**src/dsl_defs.vh**
```
// Constants for the serial load control of the synthesizer core.
// Assumes a single 20 MHz clock and an APB master for the status registers.
`ifndef DSL_DEFS_VH
`define DSL_DEFS_VH

`define DSL_WORD_BITS      16
`define DSL_LAST_BIT       5'h0f
`define DSL_CMD_PH_DEFER   4'h0
`define DSL_CMD_PH_DIRECT  4'h1
`define DSL_CMD_FR_DEFER   4'h2
`define DSL_CMD_FR_DIRECT  4'h3
`define DSL_CMD_SEL_BITS   4'h6
`define DSL_TOP_SYNC_SRC   2'h2
`define DSL_TOP_POWER      2'h3
`define DSL_BIT_SYNC       13
`define DSL_BIT_SOURCE     12
`define DSL_BIT_SLEEP      13
`define DSL_BIT_RESET      12
`define DSL_BIT_CLEAR      11
`define DSL_BIT_FCHOICE    11
`define DSL_ADDR_UPPER     0
`define DSL_ADDR_BANK      2
`define DSL_OFF_STATUS     12'h000
`define DSL_OFF_PHASE      12'h004
`define DSL_OFF_ACC        12'h008
`define DSL_OFF_FREQ       12'h00c
`define DSL_OFF_CTRL       12'h010
`define DSL_CTRL_RESET     1'h1
`define DSL_RESET_CTL_INIT 1'h1

`endif

```
**src/dsl_serial_rx.v**
```verilog
// Serial word receiver for the load control block.
// Assumes serial clock, data and frame are synchronous to clk.
`timescale 1ns/1ns
`default_nettype none
`include "dsl_defs.vh"
module dsl_serial_rx (
    input  wire        clk,
    input  wire        reset_n,
    input  wire        sclk,
    input  wire        serial_data_in,
    input  wire        frame_sync_n,
    output reg         word_valid,
    output reg  [15:0] word_data
);
    reg        sclk_prev_reg;
    reg [4:0]  count_reg;
    reg [15:0] shift_reg;
    wire       fall_edge = sclk_prev_reg & ~sclk;

    always @(posedge clk)
    begin
        if (!reset_n)
        begin
            sclk_prev_reg <= 1'b0;
            count_reg     <= 5'h00;
            shift_reg     <= 16'h0000;
            word_valid    <= 1'b0;
            word_data     <= 16'h0000;
        end
        else
        begin
            sclk_prev_reg <= sclk;
            word_valid    <= 1'b0;
            if (frame_sync_n)
                count_reg <= 5'h00;
            else if (fall_edge && count_reg <= `DSL_LAST_BIT)
            begin
                shift_reg <= {shift_reg[14:0], serial_data_in};
                count_reg <= count_reg + 5'h01;
                if (count_reg == `DSL_LAST_BIT)
                begin
                    word_valid <= 1'b1;
                    word_data  <= {shift_reg[14:0], serial_data_in};
                end
            end
        end
    end
endmodule
`default_nettype wire

```
**src/dsl_sync_pipe.v**
```verilog
// Two stage word pipeline with bypass.
// Assumes the enable changes only between words.
`timescale 1ns/1ns
`default_nettype none
`include "dsl_defs.vh"
module dsl_sync_pipe (
    input  wire        clk,
    input  wire        reset_n,
    input  wire        enable,
    input  wire        in_valid,
    input  wire [15:0] in_word,
    output wire        out_valid,
    output wire [15:0] out_word
);
    reg        v1_reg;
    reg        v2_reg;
    reg [15:0] w1_reg;
    reg [15:0] w2_reg;

    always @(posedge clk)
    begin
        if (!reset_n)
        begin
            v1_reg <= 1'b0;
            v2_reg <= 1'b0;
            w1_reg <= 16'h0000;
            w2_reg <= 16'h0000;
        end
        else
        begin
            v1_reg <= in_valid;
            v2_reg <= v1_reg;
            w1_reg <= in_word;
            w2_reg <= w1_reg;
        end
    end

    assign out_valid = enable ? v2_reg : in_valid;
    assign out_word  = enable ? w2_reg : in_word;
endmodule
`default_nettype wire

```
**src/dsl_core.v**
```verilog
// Serial load control, register file and phase accumulator.
// Assumes an APB master on the clk domain and a host on the serial pins.
//
// The register addresses and register access over APB are this design's own decisions.
`timescale 1ns/1ns
`default_nettype none
`include "dsl_defs.vh"
module dsl_core (
    input  wire        clk,
    input  wire        reset_n,
    input  wire        sclk,
    input  wire        serial_data_in,
    input  wire        frame_sync_n,
    input  wire        freq_choice,
    input  wire        phase_choice_lo,
    input  wire        phase_choice_hi,
    input  wire        psel,
    input  wire        penable,
    input  wire        pwrite,
    input  wire [11:0] paddr,
    input  wire [31:0] pwdata,
    output reg         pready,
    output reg  [31:0] prdata,
    output reg         pslverr,
    output reg  [11:0] phase_addr_out,
    output reg         sleep_out
);
    wire        rx_valid;
    wire [15:0] rx_word;
    wire        word_valid;
    wire [15:0] word;

    reg         serial_enable_reg;
    reg         sync_enable_reg;
    reg         choice_source_reg;
    reg         sleep_reg;
    reg         reset_ctl_reg;
    reg         reset_dly_reg;
    reg         freq_bit_reg;
    reg  [1:0]  phase_bits_reg;

    reg  [15:0] defer_reg;
    reg  [15:0] data_reg;
    reg  [3:0]  dest_addr_reg;
    reg         dest_freq_reg;
    reg         dest_pending_reg;

    reg  [15:0] freq_mem [0:3];
    reg  [11:0] phase_mem [0:3];

    reg  [2:0]  pin_s1_reg;
    reg  [2:0]  pin_s2_reg;
    reg  [2:0]  pin_s3_reg;
    reg         freq_sel_reg;
    reg  [1:0]  phase_sel_reg;
    reg  [11:0] phase_word_reg;
    reg  [31:0] acc_reg;
    reg  [11:0] sum_reg;
    reg  [11:0] out_d1_reg;

    wire [3:0]  cmd  = word[15:12];
    wire [3:0]  addr = word[11:8];
    wire [7:0]  dbyte = word[7:0];
    wire [2:0]  pins_eff;
    wire [2:0]  choice;
    wire [31:0] freq_word;
    wire        apb_setup = psel & ~penable & ~pready;
    wire        apb_write = psel & penable & pready & pwrite;

    function [15:0] merge_byte;
        input [15:0] old;
        input [7:0]  value;
        input        upper;
        begin
            if (upper)
                merge_byte = {value, old[7:0]};
            else
                merge_byte = {old[15:8], value};
        end
    endfunction

    function [31:0] read_mux;
        input [11:0] offset;
        input [31:0] status;
        begin
            if (offset == `DSL_OFF_STATUS)
                read_mux = status;
            else if (offset == `DSL_OFF_PHASE)
                read_mux = {20'h0_0000, phase_addr_out};
            else if (offset == `DSL_OFF_ACC)
                read_mux = acc_reg;
            else if (offset == `DSL_OFF_FREQ)
                read_mux = freq_word;
            else if (offset == `DSL_OFF_CTRL)
                read_mux = {31'h0000_0000, serial_enable_reg};
            else
                read_mux = 32'h0000_0000;
        end
    endfunction

    function is_mapped;
        input [11:0] offset;
        begin
            is_mapped = (offset == `DSL_OFF_STATUS) || (offset == `DSL_OFF_PHASE) ||
                        (offset == `DSL_OFF_ACC) || (offset == `DSL_OFF_FREQ) ||
                        (offset == `DSL_OFF_CTRL);
        end
    endfunction

    dsl_serial_rx u_rx (
        .clk            (clk),
        .reset_n        (reset_n),
        .sclk           (sclk),
        .serial_data_in (serial_data_in),
        .frame_sync_n   (frame_sync_n),
        .word_valid     (rx_valid),
        .word_data      (rx_word)
    );

    dsl_sync_pipe u_pipe (
        .clk       (clk),
        .reset_n   (reset_n),
        .enable    (sync_enable_reg),
        .in_valid  (rx_valid & serial_enable_reg),
        .in_word   (rx_word),
        .out_valid (word_valid),
        .out_word  (word)
    );

    // APB slave with no wait states; pready is raised in the first access cycle.
    always @(posedge clk)
    begin
        if (!reset_n)
        begin
            pready            <= 1'b0;
            prdata            <= 32'h0000_0000;
            pslverr           <= 1'b0;
            serial_enable_reg <= `DSL_CTRL_RESET;
        end
        else
        begin
            pready <= apb_setup;
            if (apb_setup)
            begin
                pslverr <= ~is_mapped(paddr);
                prdata  <= pwrite ? 32'h0000_0000 :
                           read_mux(paddr, {25'h000_0000, phase_sel_reg, freq_sel_reg,
                                            reset_ctl_reg, sleep_reg, choice_source_reg,
                                            sync_enable_reg});
            end
            else
            begin
                pslverr <= 1'b0;
                prdata  <= 32'h0000_0000;
            end
            if (apb_write && paddr == `DSL_OFF_CTRL)
                serial_enable_reg <= pwdata[0];
        end
    end

    // Control words: sync, source, sleep, reset and clear.
    always @(posedge clk)
    begin
        if (!reset_n)
        begin
            sync_enable_reg   <= 1'b0;
            choice_source_reg <= 1'b0;
            sleep_reg         <= 1'b0;
            reset_ctl_reg     <= `DSL_RESET_CTL_INIT;
            reset_dly_reg     <= `DSL_RESET_CTL_INIT;
            freq_bit_reg      <= 1'b0;
            phase_bits_reg    <= 2'h0;
        end
        else
        begin
            reset_dly_reg <= reset_ctl_reg;
            if (word_valid)
            begin
                if (cmd[3:2] == `DSL_TOP_SYNC_SRC)
                begin
                    sync_enable_reg   <= word[`DSL_BIT_SYNC];
                    choice_source_reg <= word[`DSL_BIT_SOURCE];
                end
                else if (cmd[3:2] == `DSL_TOP_POWER)
                begin
                    sleep_reg     <= word[`DSL_BIT_SLEEP];
                    reset_ctl_reg <= word[`DSL_BIT_RESET];
                    if (word[`DSL_BIT_CLEAR])
                    begin
                        sync_enable_reg   <= 1'b0;
                        choice_source_reg <= 1'b0;
                    end
                end
                else if (cmd == `DSL_CMD_SEL_BITS)
                begin
                    freq_bit_reg   <= word[`DSL_BIT_FCHOICE];
                    phase_bits_reg <= word[10:9];
                end
            end
        end
    end

    // Defer register and data register loading.
    always @(posedge clk)
    begin
        if (!reset_n)
        begin
            defer_reg        <= 16'h0000;
            data_reg         <= 16'h0000;
            dest_addr_reg    <= 4'h0;
            dest_freq_reg    <= 1'b0;
            dest_pending_reg <= 1'b0;
        end
        else
        begin
            dest_pending_reg <= 1'b0;
            if (word_valid && (cmd == `DSL_CMD_PH_DEFER || cmd == `DSL_CMD_FR_DEFER))
            begin
                defer_reg <= merge_byte(defer_reg, dbyte, addr[`DSL_ADDR_UPPER]);
            end
            else if (word_valid && (cmd == `DSL_CMD_PH_DIRECT || cmd == `DSL_CMD_FR_DIRECT))
            begin
                defer_reg        <= merge_byte(defer_reg, dbyte, addr[`DSL_ADDR_UPPER]);
                data_reg         <= merge_byte(defer_reg, dbyte, addr[`DSL_ADDR_UPPER]);
                dest_addr_reg    <= addr;
                dest_freq_reg    <= (cmd == `DSL_CMD_FR_DIRECT);
                dest_pending_reg <= 1'b1;
            end
        end
    end

    // Destination registers load one clock after the data register.
    always @(posedge clk)
    begin
        if (!reset_n)
        begin
            freq_mem[0]  <= 16'h0000;
            freq_mem[1]  <= 16'h0000;
            freq_mem[2]  <= 16'h0000;
            freq_mem[3]  <= 16'h0000;
            phase_mem[0] <= 12'h000;
            phase_mem[1] <= 12'h000;
            phase_mem[2] <= 12'h000;
            phase_mem[3] <= 12'h000;
        end
        else if (dest_pending_reg)
        begin
            if (dest_freq_reg)
                freq_mem[dest_addr_reg[2:1]] <= data_reg;
            else
                phase_mem[dest_addr_reg[2:1]] <= data_reg[11:0];
        end
    end

    assign pins_eff = sync_enable_reg ? pin_s3_reg : pin_s1_reg;
    assign choice = choice_source_reg ? {phase_bits_reg, freq_bit_reg} : pins_eff;
    assign freq_word = {freq_mem[{freq_sel_reg, 1'b1}], freq_mem[{freq_sel_reg, 1'b0}]};

    // Selection path and phase accumulator.
    always @(posedge clk)
    begin
        if (!reset_n)
        begin
            pin_s1_reg     <= 3'h0;
            pin_s2_reg     <= 3'h0;
            pin_s3_reg     <= 3'h0;
            freq_sel_reg   <= 1'b0;
            phase_sel_reg  <= 2'h0;
            phase_word_reg <= 12'h000;
            acc_reg        <= 32'h0000_0000;
            sum_reg        <= 12'h000;
            out_d1_reg     <= 12'h000;
            phase_addr_out <= 12'h000;
            sleep_out      <= 1'b0;
        end
        else
        begin
            pin_s1_reg     <= {phase_choice_hi, phase_choice_lo, freq_choice};
            pin_s2_reg     <= pin_s1_reg;
            pin_s3_reg     <= pin_s2_reg;
            freq_sel_reg   <= choice[0];
            phase_sel_reg  <= choice[2:1];
            phase_word_reg <= phase_mem[phase_sel_reg];
            sleep_out      <= sleep_reg;
            if (reset_dly_reg)
                acc_reg <= 32'h0000_0000;
            else if (!sleep_reg)
                acc_reg <= acc_reg + freq_word;
            sum_reg        <= acc_reg[31:20] + phase_word_reg;
            out_d1_reg     <= sum_reg;
            phase_addr_out <= out_d1_reg;
        end
    end
endmodule
`default_nettype wire

```
**config.mk**
```make
export PLATFORM = sky130hd
export DESIGN_NAME = dsl_core
export DESIGN_NICKNAME = d
export VERILOG_FILES = /design/src/dsl_serial_rx.v /design/src/dsl_sync_pipe.v /design/src/dsl_core.v
export VERILOG_INCLUDE_DIRS = /design/src /design/src/src
export SDC_FILE = /design/constraint.sdc
export NUM_CORES = 1
export LEC_CHECK = 0
export BUFFER_PORTS_ARGS = -buffer_cell sky130_fd_sc_hd__clkbuf_2
export CAP_MARGIN = 20
export CORE_MARGIN = 2
export CORE_UTILIZATION = 40
export DETAILED_ROUTE_END_ITERATION = 10
export GPL_ROUTABILITY_DRIVEN = 0
export PLACE_DENSITY = 0.63
export SYNTH_ARGS = -nofsm -noshare
export SYNTH_HDL_FRONTEND = slang
export SYNTH_SLANG_ARGS = --single-unit
```
**constraint.sdc**
```tcl
create_clock -name clk -period 5.2 [get_ports clk]
set_clock_uncertainty 0.05 [all_clocks]
set_input_delay 0.78 -clock clk [delete_from_list [all_inputs] [get_ports clk]]
set_output_delay 0.78 -clock clk [all_outputs]
set_load 0.03 [all_outputs]
```
== Yosys cells after proc, flatten, opt, wreduce, memory -nomap -nowiden ==
Memory sizes are Yosys's and may differ from the RTL's. A register that Yosys moved wholly into a read port is not among the register bits.
Index checks and enable logic that the tools add are counted.
Storage, ports and cells
  logic and storage cells: 139
  RAM bits: 112
  bits in registers: 233
  input port bits: 55
  output and inout port bits: 47
  memories kept: 2
Cells by class
  multiplexer cells: 35
  add/subtract/negate cells: 3
  reduce and logical (&&, ||, !) cells: 32
  bitwise logic cells: 18
  $lt $le $gt $ge: 1
  equal/unequal tests: 11
Memory list
  freq_mem: depth 4, width 16, read ports 2, clocked after Yosys merged registers in 2, write ports 4, line dsl_core.v:48  | reg [15:0] freq_mem [0:3];
  phase_mem: depth 4, width 12, read ports 1, clocked after Yosys merged registers in 1, write ports 4, line dsl_core.v:49  | reg [11:0] phase_mem [0:3];
Operators by type and width (number)
  2-to-1 mux 16 bit: 5
  2-to-1 mux 32 bit: 2
  adder 32 bit: 1
  == test 12 x 4 -> 1 bit, second input constant: 2
  2-to-1 mux 12 bit: 2
  2-to-1 mux 1 bit: 19
  OR reduction 16 bit: 1
  adder 12 bit: 1
  == test 12 x 3 -> 1 bit, second input constant: 1
  == test 12 x 5 -> 1 bit, second input constant: 1
  zero test 12 bit: 1
  OR reduction 12 bit: 1
  NOT 1 bit: 11
  AND reduction 3 bit: 3
  == test 4 x 2 -> 1 bit, second input constant: 2
  2-to-1 mux 2 bit: 4
  bitwise AND 1 bit: 7
  2-to-1 mux 7 bit: 1
  logical OR 1 bit: 6
  2-to-1 mux 3 bit: 2
  AND reduction 2 bit: 3
  nonzero test 2 bit: 3
  OR reduction 2 bit: 3
  OR reduction 3 bit: 2
  12 further kinds: 16

== Longest topological paths before layout ==
Gate-level depths: netlist of the first run.
  depth after elaboration: 6
  gate-level depth with buffers: 14
  depth with buffers taken out: 12

== By module ==
From an unflattened synthesis of the first run, not the netlist that was laid out.
Unflattened totals
  cell total of the unflattened synthesis: 1506
  area, all modules: 15974.1 um2
Modules (own cells, without submodules)
  dsl_core: area each 13296.5 um2, cells an instance 1274, seq. area each 6826.5 um2, instances 1
  dsl_serial_rx: area each 1512.7 um2, cells an instance 142, seq. area each 760.7 um2, instances 1
  dsl_sync_pipe: area each 1164.9 um2, cells an instance 90, seq. area each 680.7 um2, instances 1

== Worst setup path before layout of the first run ==
OpenSTA, ideal clock, no wires.
  path kind: flip-flop to flip-flop
  from: register with a tool-made name
  to: register acc_reg[28]
  buffers on the path: 2
  required time: 5.016 ns
  setup time: 0.134 ns
  cell stages (with the launch flop): 14
  arrival time: 3.481 ns
  setup slack: 1.535 ns
  clock period less this slack: 3.665 ns
  cell sequence: dfxtp_1 clkbuf_1 clkbuf_1 mux2_2 fa_1 a21o_2 a311oi_2 o22ai_2 o2111ai_1 a21oi_1 nor2_2 o21bai_2 nor4b_4 or4_1
RTL lines
  to (signal assigned): line dsl_core.v:288  | acc_reg <= acc_reg + freq_word;
  to (decl): line dsl_core.v:57  | reg [31:0] acc_reg;

==> impl_metrics.tcl, run 1 <==
set metrics [dict create \
    yosysTopAreaCellShare_pct 32.3 \
    syn_area_per_cell_um2 10.3 \
    fmax_mhz 258 \
    crit_cells 12 \
    dpl.hpwl_um 23600 \
    total_power_uw 5960 \
    switching_power_uw 1280 \
    drt-total-wl_um 34900 \
    grt_max_degree 82 \
    ys_types 67 \
    irDropWorstVdd_mv 0.182 \
    clock-sinks 357 \
    worstMarginPinSlew_ns 1.02 \
    drt-initial-drc-count 605 \
    fp.coreArea_um2 37500 \
    drc 0 \
    dieArea_um2 39500 \
    reg_top3 "freq_mem: 64 flops, phase_mem: 48 flops" \
    clk-insertion-delay-late_ns 0.56 \
    finalMaxSlewViolations 0 \
    fin_ws_ns 1.32 \
    synth_seq_cells 357 \
    cts_tree "yes" \
    vias_per_cell 5.15 \
    ctsHtreeMaxLevel 2 \
    synth_warnings 0 \
    final_nets 1616 \
    holdPathStages 1 \
    vias 10588 \
    ios 102 \
    netlist_top_cells_area "dfxtp_1 (32%), edfxtp_1 (22%), and2_1 (6.8%)" \
    chipWidth_um 199 \
    p_per_area_nw_per_um2 344 \
    start_util_pct 40.5 \
    clock_power_share_pct 47.5 \
    hold_path_class "reg2reg" \
    synthCells 1467 \
    fin_setup_tns_ns 0 \
    status "finished clean" \
    firstDrtPassIters 7 \
    ant_nets 0 \
    path_max_fanout 27 \
    clkTransAtPathRegs_ns 0.06 \
    area_growth_pct 14.1 \
    dp_slack_ns 1.32 \
    cts_resized 0 \
    wl_per_cell_um 17.0 \
    path_buf_inv 1 \
    final_hold_viol_count 0 \
    post-cts-setup-buffers 0 \
    worst_path_largest_cell_delay_ns 0.51 \
    setup_viol 0 \
    cp-end-kind "flip-flop" \
    synth_seq_area_share_pct 54.5 \
    p_seq_share_pct 49.2 \
    placementRows 71 \
    largest_register_ffs 64 \
    worst-setup-path-type "reg2reg" \
    grt_overflow 0 \
    p_int_uw 4680 \
    worst-r2r-cell-count 12 \
    maxSlewHeadroom_pct 32.1 \
    cp.arrival_ns 4.26 \
    synthFlopType "dfxtp_1" \
    nFillCells 3547 \
    netlist_area_um2 15200 \
    grt_pass1_wl_um 55400 \
    crit_slowest_cell "or4_1" \
    swShare_pct 21.5 \
    drv_cap 0 \
    synth_edf_count 112 \
    cts_made_buffers 39 \
    regMostFlops "freq_mem" \
    fp.dieH_um 199 \
    crit_family "simple AND/OR/NAND/NOR gates" \
    wl_met1_um 16000 \
    gr-usage-all-layers_pct 17.9 \
    yosysTopAreaCell "dfxtp_1" \
    grt_antenna_before_repair 0 \
    cts_max_path_buffers 3 \
    holdBufCountCts 0 \
    wl_met2_um 16800 \
    grt_pass1_vias 10328 \
    synth_nets 1568 \
    finalCritPeriodShare_pct 74.6 \
    synthArstFlopShare_pct 0 \
    crit_path_start_kind "flip-flop" \
    p_leak_uw 0.00663 \
    required_ns 5.58 \
    synth_commonest_cells "dfxtp_1 (245), nor2_1 (209), and2_1 (165), edfxtp_1 (112), a21oi_1 (108)" \
    wl_met3_um 1450 \
    drive_gt1_share_pct 14.4 \
    combinationalPowerShare_pct 3.4 \
    rsz0062_at_grt "false" \
    synth_most_common_cell "dfxtp_1" \
    root_buffer "clkbuf_16" \
    period_needed_ns 3.88 \
    path_cells "buf_4, mux2_2, ha_1, nand2_1, or2_2, o22ai_2, o2111ai_1, a21oi_1, nor2_2, o21bai_2, nor2_1, or4_1" \
    portBuffers 70 \
    highest_layer "met4" \
    antennaDiodeCount 0 \
]
## cell families (layout without fill, tap and decap cells)
kind of cell    after synthesis  after routing  share of synthesized area (%)
flops                       357            357                           54.5
xor+xnor                     37             37                           2.13
simple gates                569            569                           18.3
fa+ha+maj                    46             46                           3.89
compound gates              281            281                           12.0
mux                          82             82                           6.74
buf+inv                      95            173                           2.42
## metrics by stage
step	hold slack [ns]	utilization (%)	cell area (um2)	instances
final	0.378	46.2	17300	2056
after global routing	0.363	46.2	17300	2056
after CTS	0.353	46.2	17300	2056
after detailed placement	0.367	42.7	16000	1985
after global placement	0.363	42.7	16000	1985
after floorplan	0.362	-	15200	1467
## placed cells by master (no fill, tap or decap), drive strengths merged, types with 5 or more instances in the layout
cell type  count
or2            6
dfxtp        245
a21oi        108
nor3          10
buf           18
nor2b          8
o21bai         6
a31oi          8
and3          12
nand3         24
a211oi        36
mux2          42
o21ai         33
ha            44
mux4          12
nand2        101
nor2         210
edfxtp       112
a21o          25
inv           17
xor2          14
bufinv         5
a22oi         19
a222oi        11
nand2b        13
clkinv        12
clkbuf       119
xnor2         23
mux2i         28
and2         165
## power groups by stage
stage	clock network [uW]	registers [uW]	logic, uW
floorplan	0	2990	140
global placement	0	2990	198
detailed placement	0	2990	201
CTS	2890	2930	202
global route	3000	2930	221
finish	2830	2930	201
## path summary, 6_finish.rpt
path	end	slack (ns)	start
setup reg to reg	acc_reg[28]$_SDFFE_PP0N_	1.32	flip-flop
hold / removal	u_pipe.w2_reg[5]$_SDFF_PN0_	0.38	u_pipe.w1_reg[5]$_SDFF_PN0_
setup / recovery	acc_reg[28]$_SDFFE_PP0N_	1.32	flip-flop
hold reg to reg	u_pipe.w2_reg[5]$_SDFF_PN0_	0.38	u_pipe.w1_reg[5]$_SDFF_PN0_
## final cells by class
type                       instances  area [um2]  area share, %
inverter                          15        56.3          0.325
multi-input combinational       1015        6560           37.9
sequential                       357        8270           47.7
clock inverter                    21         270           1.56
timing repair buffer              87         478           2.76
clock buffer                      50        1050           6.07
tap                              511         639           3.69
## per-layer routing
layer  vias to the layer above  GRT usage, %
met2                       228          30.8
met4                         0          5.14
li1                       5264             -
met5                         -             0
met1                      5045          23.1
met3                        51          3.14
No activity file was read; power rests on OpenSTA's default activity.
==> run 2, diff against run 1 <==
Settings changed: ABC_AREA set to 1, PLACE_DENSITY 0.63 to 0.65.
Clock period 5.2 ns to 3.5 ns, I/O delays scaled along.
==> impl_metrics.tcl, run 2 <==
set metrics [dict create \
    clock-sinks 357 \
    crit_path_start_kind "flip-flop" \
    post-route-cell-area_um2 18400 \
    rsz0062_at_grt "false" \
    synth_nets 2237 \
    worst_path_largest_cell_delay_ns 0.35 \
    firstDrtPassIters 7 \
    path_max_fanout 24 \
    worstMarginPinSlew_ns 0.932 \
    crit_slowest_cell "buf_4" \
    drt-total-wl_um 40000 \
    synth_commonest_cells "nand2_1 (562), nor2_1 (297), inv_1 (294), dfxtp_1 (245), a21oi_1 (164)" \
    ctsHtreeMaxLevel 2 \
    wl_per_cell_um 14.6 \
    grt_pass1_vias 12756 \
    synth_warnings 0 \
    fmax_mhz 359 \
    fp.dieH_um 205 \
    p_per_area_nw_per_um2 477 \
    cts_made_buffers 39 \
    antennaDiodeCount 0 \
    clkTransAtPathRegs_ns 0.06 \
    p_leak_uw 0.00876 \
    portBuffers 70 \
    largest_register_ffs 64 \
    drv_cap 0 \
    reg_top3 "freq_mem: 64 flops, phase_mem: 48 flops" \
    setup_viol 0 \
    reg2reg_setup_slack_ns 0.72 \
    yosysTopAreaCellShare_pct 30.2 \
    fp.coreArea_um2 39900 \
    synth_most_common_cell "nand2_1" \
    synth_edf_count 112 \
    holdBufCountCts 0 \
    finalCritPeriodShare_pct 79.6 \
    required_ns 3.90 \
    syn_area_per_cell_um2 7.60 \
    fin_ws_ns 0.715 \
    dp_slack_ns 0.703 \
    final_cell_mix "nand2_1 (561), nor2_1 (297), inv_1 (294)" \
    area_growth_pct 13.2 \
    synth_seq_area_share_pct 51.0 \
    finalMaxSlewViolations 0 \
    placementRows 73 \
    period_needed_ns 2.78 \
    maxSlewHeadroom_pct 37.9 \
    grt_max_degree 145 \
    irDropWorstVdd_mv 0.307 \
    grt_pass1_wl_um 64800 \
    cp-end-kind "flip-flop" \
    hold_path_class "in2reg" \
    worstReg2RegEnd "acc_reg[21]$_SDFFE_PP0N_" \
    final_common_cell "nand2_1" \
    grt_antenna_before_repair 0 \
    instances_no_fill 2742 \
    ant_nets 0 \
    worstHoldStart "freq_choice" \
    drt-initial-drc-count 968 \
    synth_seq_cells 357 \
    regMostFlops "freq_mem" \
    grt_overflow 0 \
    crit_top_cell "nand2_1" \
    hold_end "pin_s1_reg[0]$_SDFF_PN0_" \
    chipWidth_um 205 \
    final_nets 2290 \
    yosysTopAreaCell "dfxtp_1" \
    netlist_area_um2 16200 \
    vias 13338 \
    cp.arrival_ns 3.18 \
    gr-usage-all-layers_pct 19.4 \
    worst-setup-path-type "reg2reg" \
    cts_tree "yes" \
    drc 0 \
    synthArstFlopShare_pct 0 \
    final_hold_viol_count 0 \
    synthFlopType "dfxtp_1" \
    post_dp_cell_area_um2 17100 \
    start_util_pct 40.7 \
    drive_gt1_share_pct 7.49 \
    ios 102 \
    fin_setup_tns_ns 0 \
    path_cells "inv_1, buf_4, nand2_1, nand2_1, ha_1, nand3_1, nand3_1, nand2_1, nand2_1, nand2_1, nand2_1, nand2_1, nand2_1, nand2_1, nand3_1, nand2_1, inv_1" \
    root_buffer "clkbuf_16" \
    dieArea_um2 42200 \
    worst-r2r-cell-count 17 \
    vias_per_cell 4.86 \
    finalCoreUtilization_pct 46.0 \
    cts_resized 0 \
    post-cts-setup-buffers 0 \
    cts_max_path_buffers 3 \
    holdPathStages 3 \
    dpl.hpwl_um 28500 \
    placed_cells 2673 \
    synthCells 2136 \
    clk-insertion-delay-late_ns 0.56 \
    netlist_top_cells_area "dfxtp_1 (30%), edfxtp_1 (21%), nand2_1 (13%)" \
    status "finished clean" \
    ys_types 39 \
]
==> run 2: cell types whose count changed after synthesis, sizes merged, moves of 42 or more <==
cell and change:
inv +284, o21ai +120, nand2 +462, nor2 +89, mux2 -42, a21oi +56
and2 -164
==> run 2: worst max path at each step <==
stage | startpoint | cells past startpoint | to
floorplan | flip-flop | 15 | acc_reg[14]$_SDFFE_PP0N_
global placement | flip-flop | 15 | acc_reg[28]$_SDFFE_PP0N_
detailed placement | flip-flop | 15 | acc_reg[28]$_SDFFE_PP0N_
CTS | flip-flop | 15 | acc_reg[28]$_SDFFE_PP0N_
global route | flip-flop | 15 | acc_reg[28]$_SDFFE_PP0N_
finish | flip-flop | 17 | acc_reg[21]$_SDFFE_PP0N_
==> run 2: layout make-up <==
cell class | count | area, um2
clock inverter | 15 | 191
fill | 3854 | 21500
timing repair buffer | 95 | 553
multi-input combinational | 1391 | 6480
tap | 525 | 657
sequential | 357 | 8270
inverter | 305 | 1140
clock buffer | 54 | 1080
==> run 2: layer usage <==
metal | routed length (um) | vias to the layer above | track usage (%)
li1 | - | 6875 | -
met1 | 17300 | 6032 | 24.2
met2 | 19300 | 367 | 33.9
met3 | 2180 | 64 | 3.34
met4 | 1230 | 0 | 6.83
met5 | 0 | - | 0
==> run 2: stage by stage <==
step	hold WS (ns)	power (uW)
2_1_floorplan	0.340	4670
3_3_place_gp	0.341	4780
3_5_place_dp	0.346	4790
4_1_cts	0.0681	8840
5_1_grt	0.0894	9060
6_report	0.100	8760
==> run 2: worst max-delay path: cells and delay by family (launching register included) <==
family / cells / cell delay (ns)
fa+ha+maj: 1 / 0.28
flops: 1 / 0.31
simple gates: 13 / 1.44
buf+inv: 3 / 0.60
==> run 2: kinds of logic after synthesis <==
family                   after synthesis  share of synthesized area, %
flip-flops                           357                          51.0
XOR/XNOR                              17                         0.918
multiplexers                           8                         0.494
AO/OA/AOI/OAI                        348                          11.3
adder cells (fa/ha/maj)               46                          3.64
buffers and inverters                388                          9.13
AND/OR/NAND/NOR                      972                          23.6
==> run 2: power by group <==
group | total [uW] | switching, uW | internal, uW | leakage [uW]
registers | 4360 | 24.3 | 4340 | 0.00314
logic | 341 | 242 | 99.0 | 0.00501
clock network | 4060 | 1660 | 2400 | 0.000616
total | 8760 | 1930 | 6830 | 0.00876
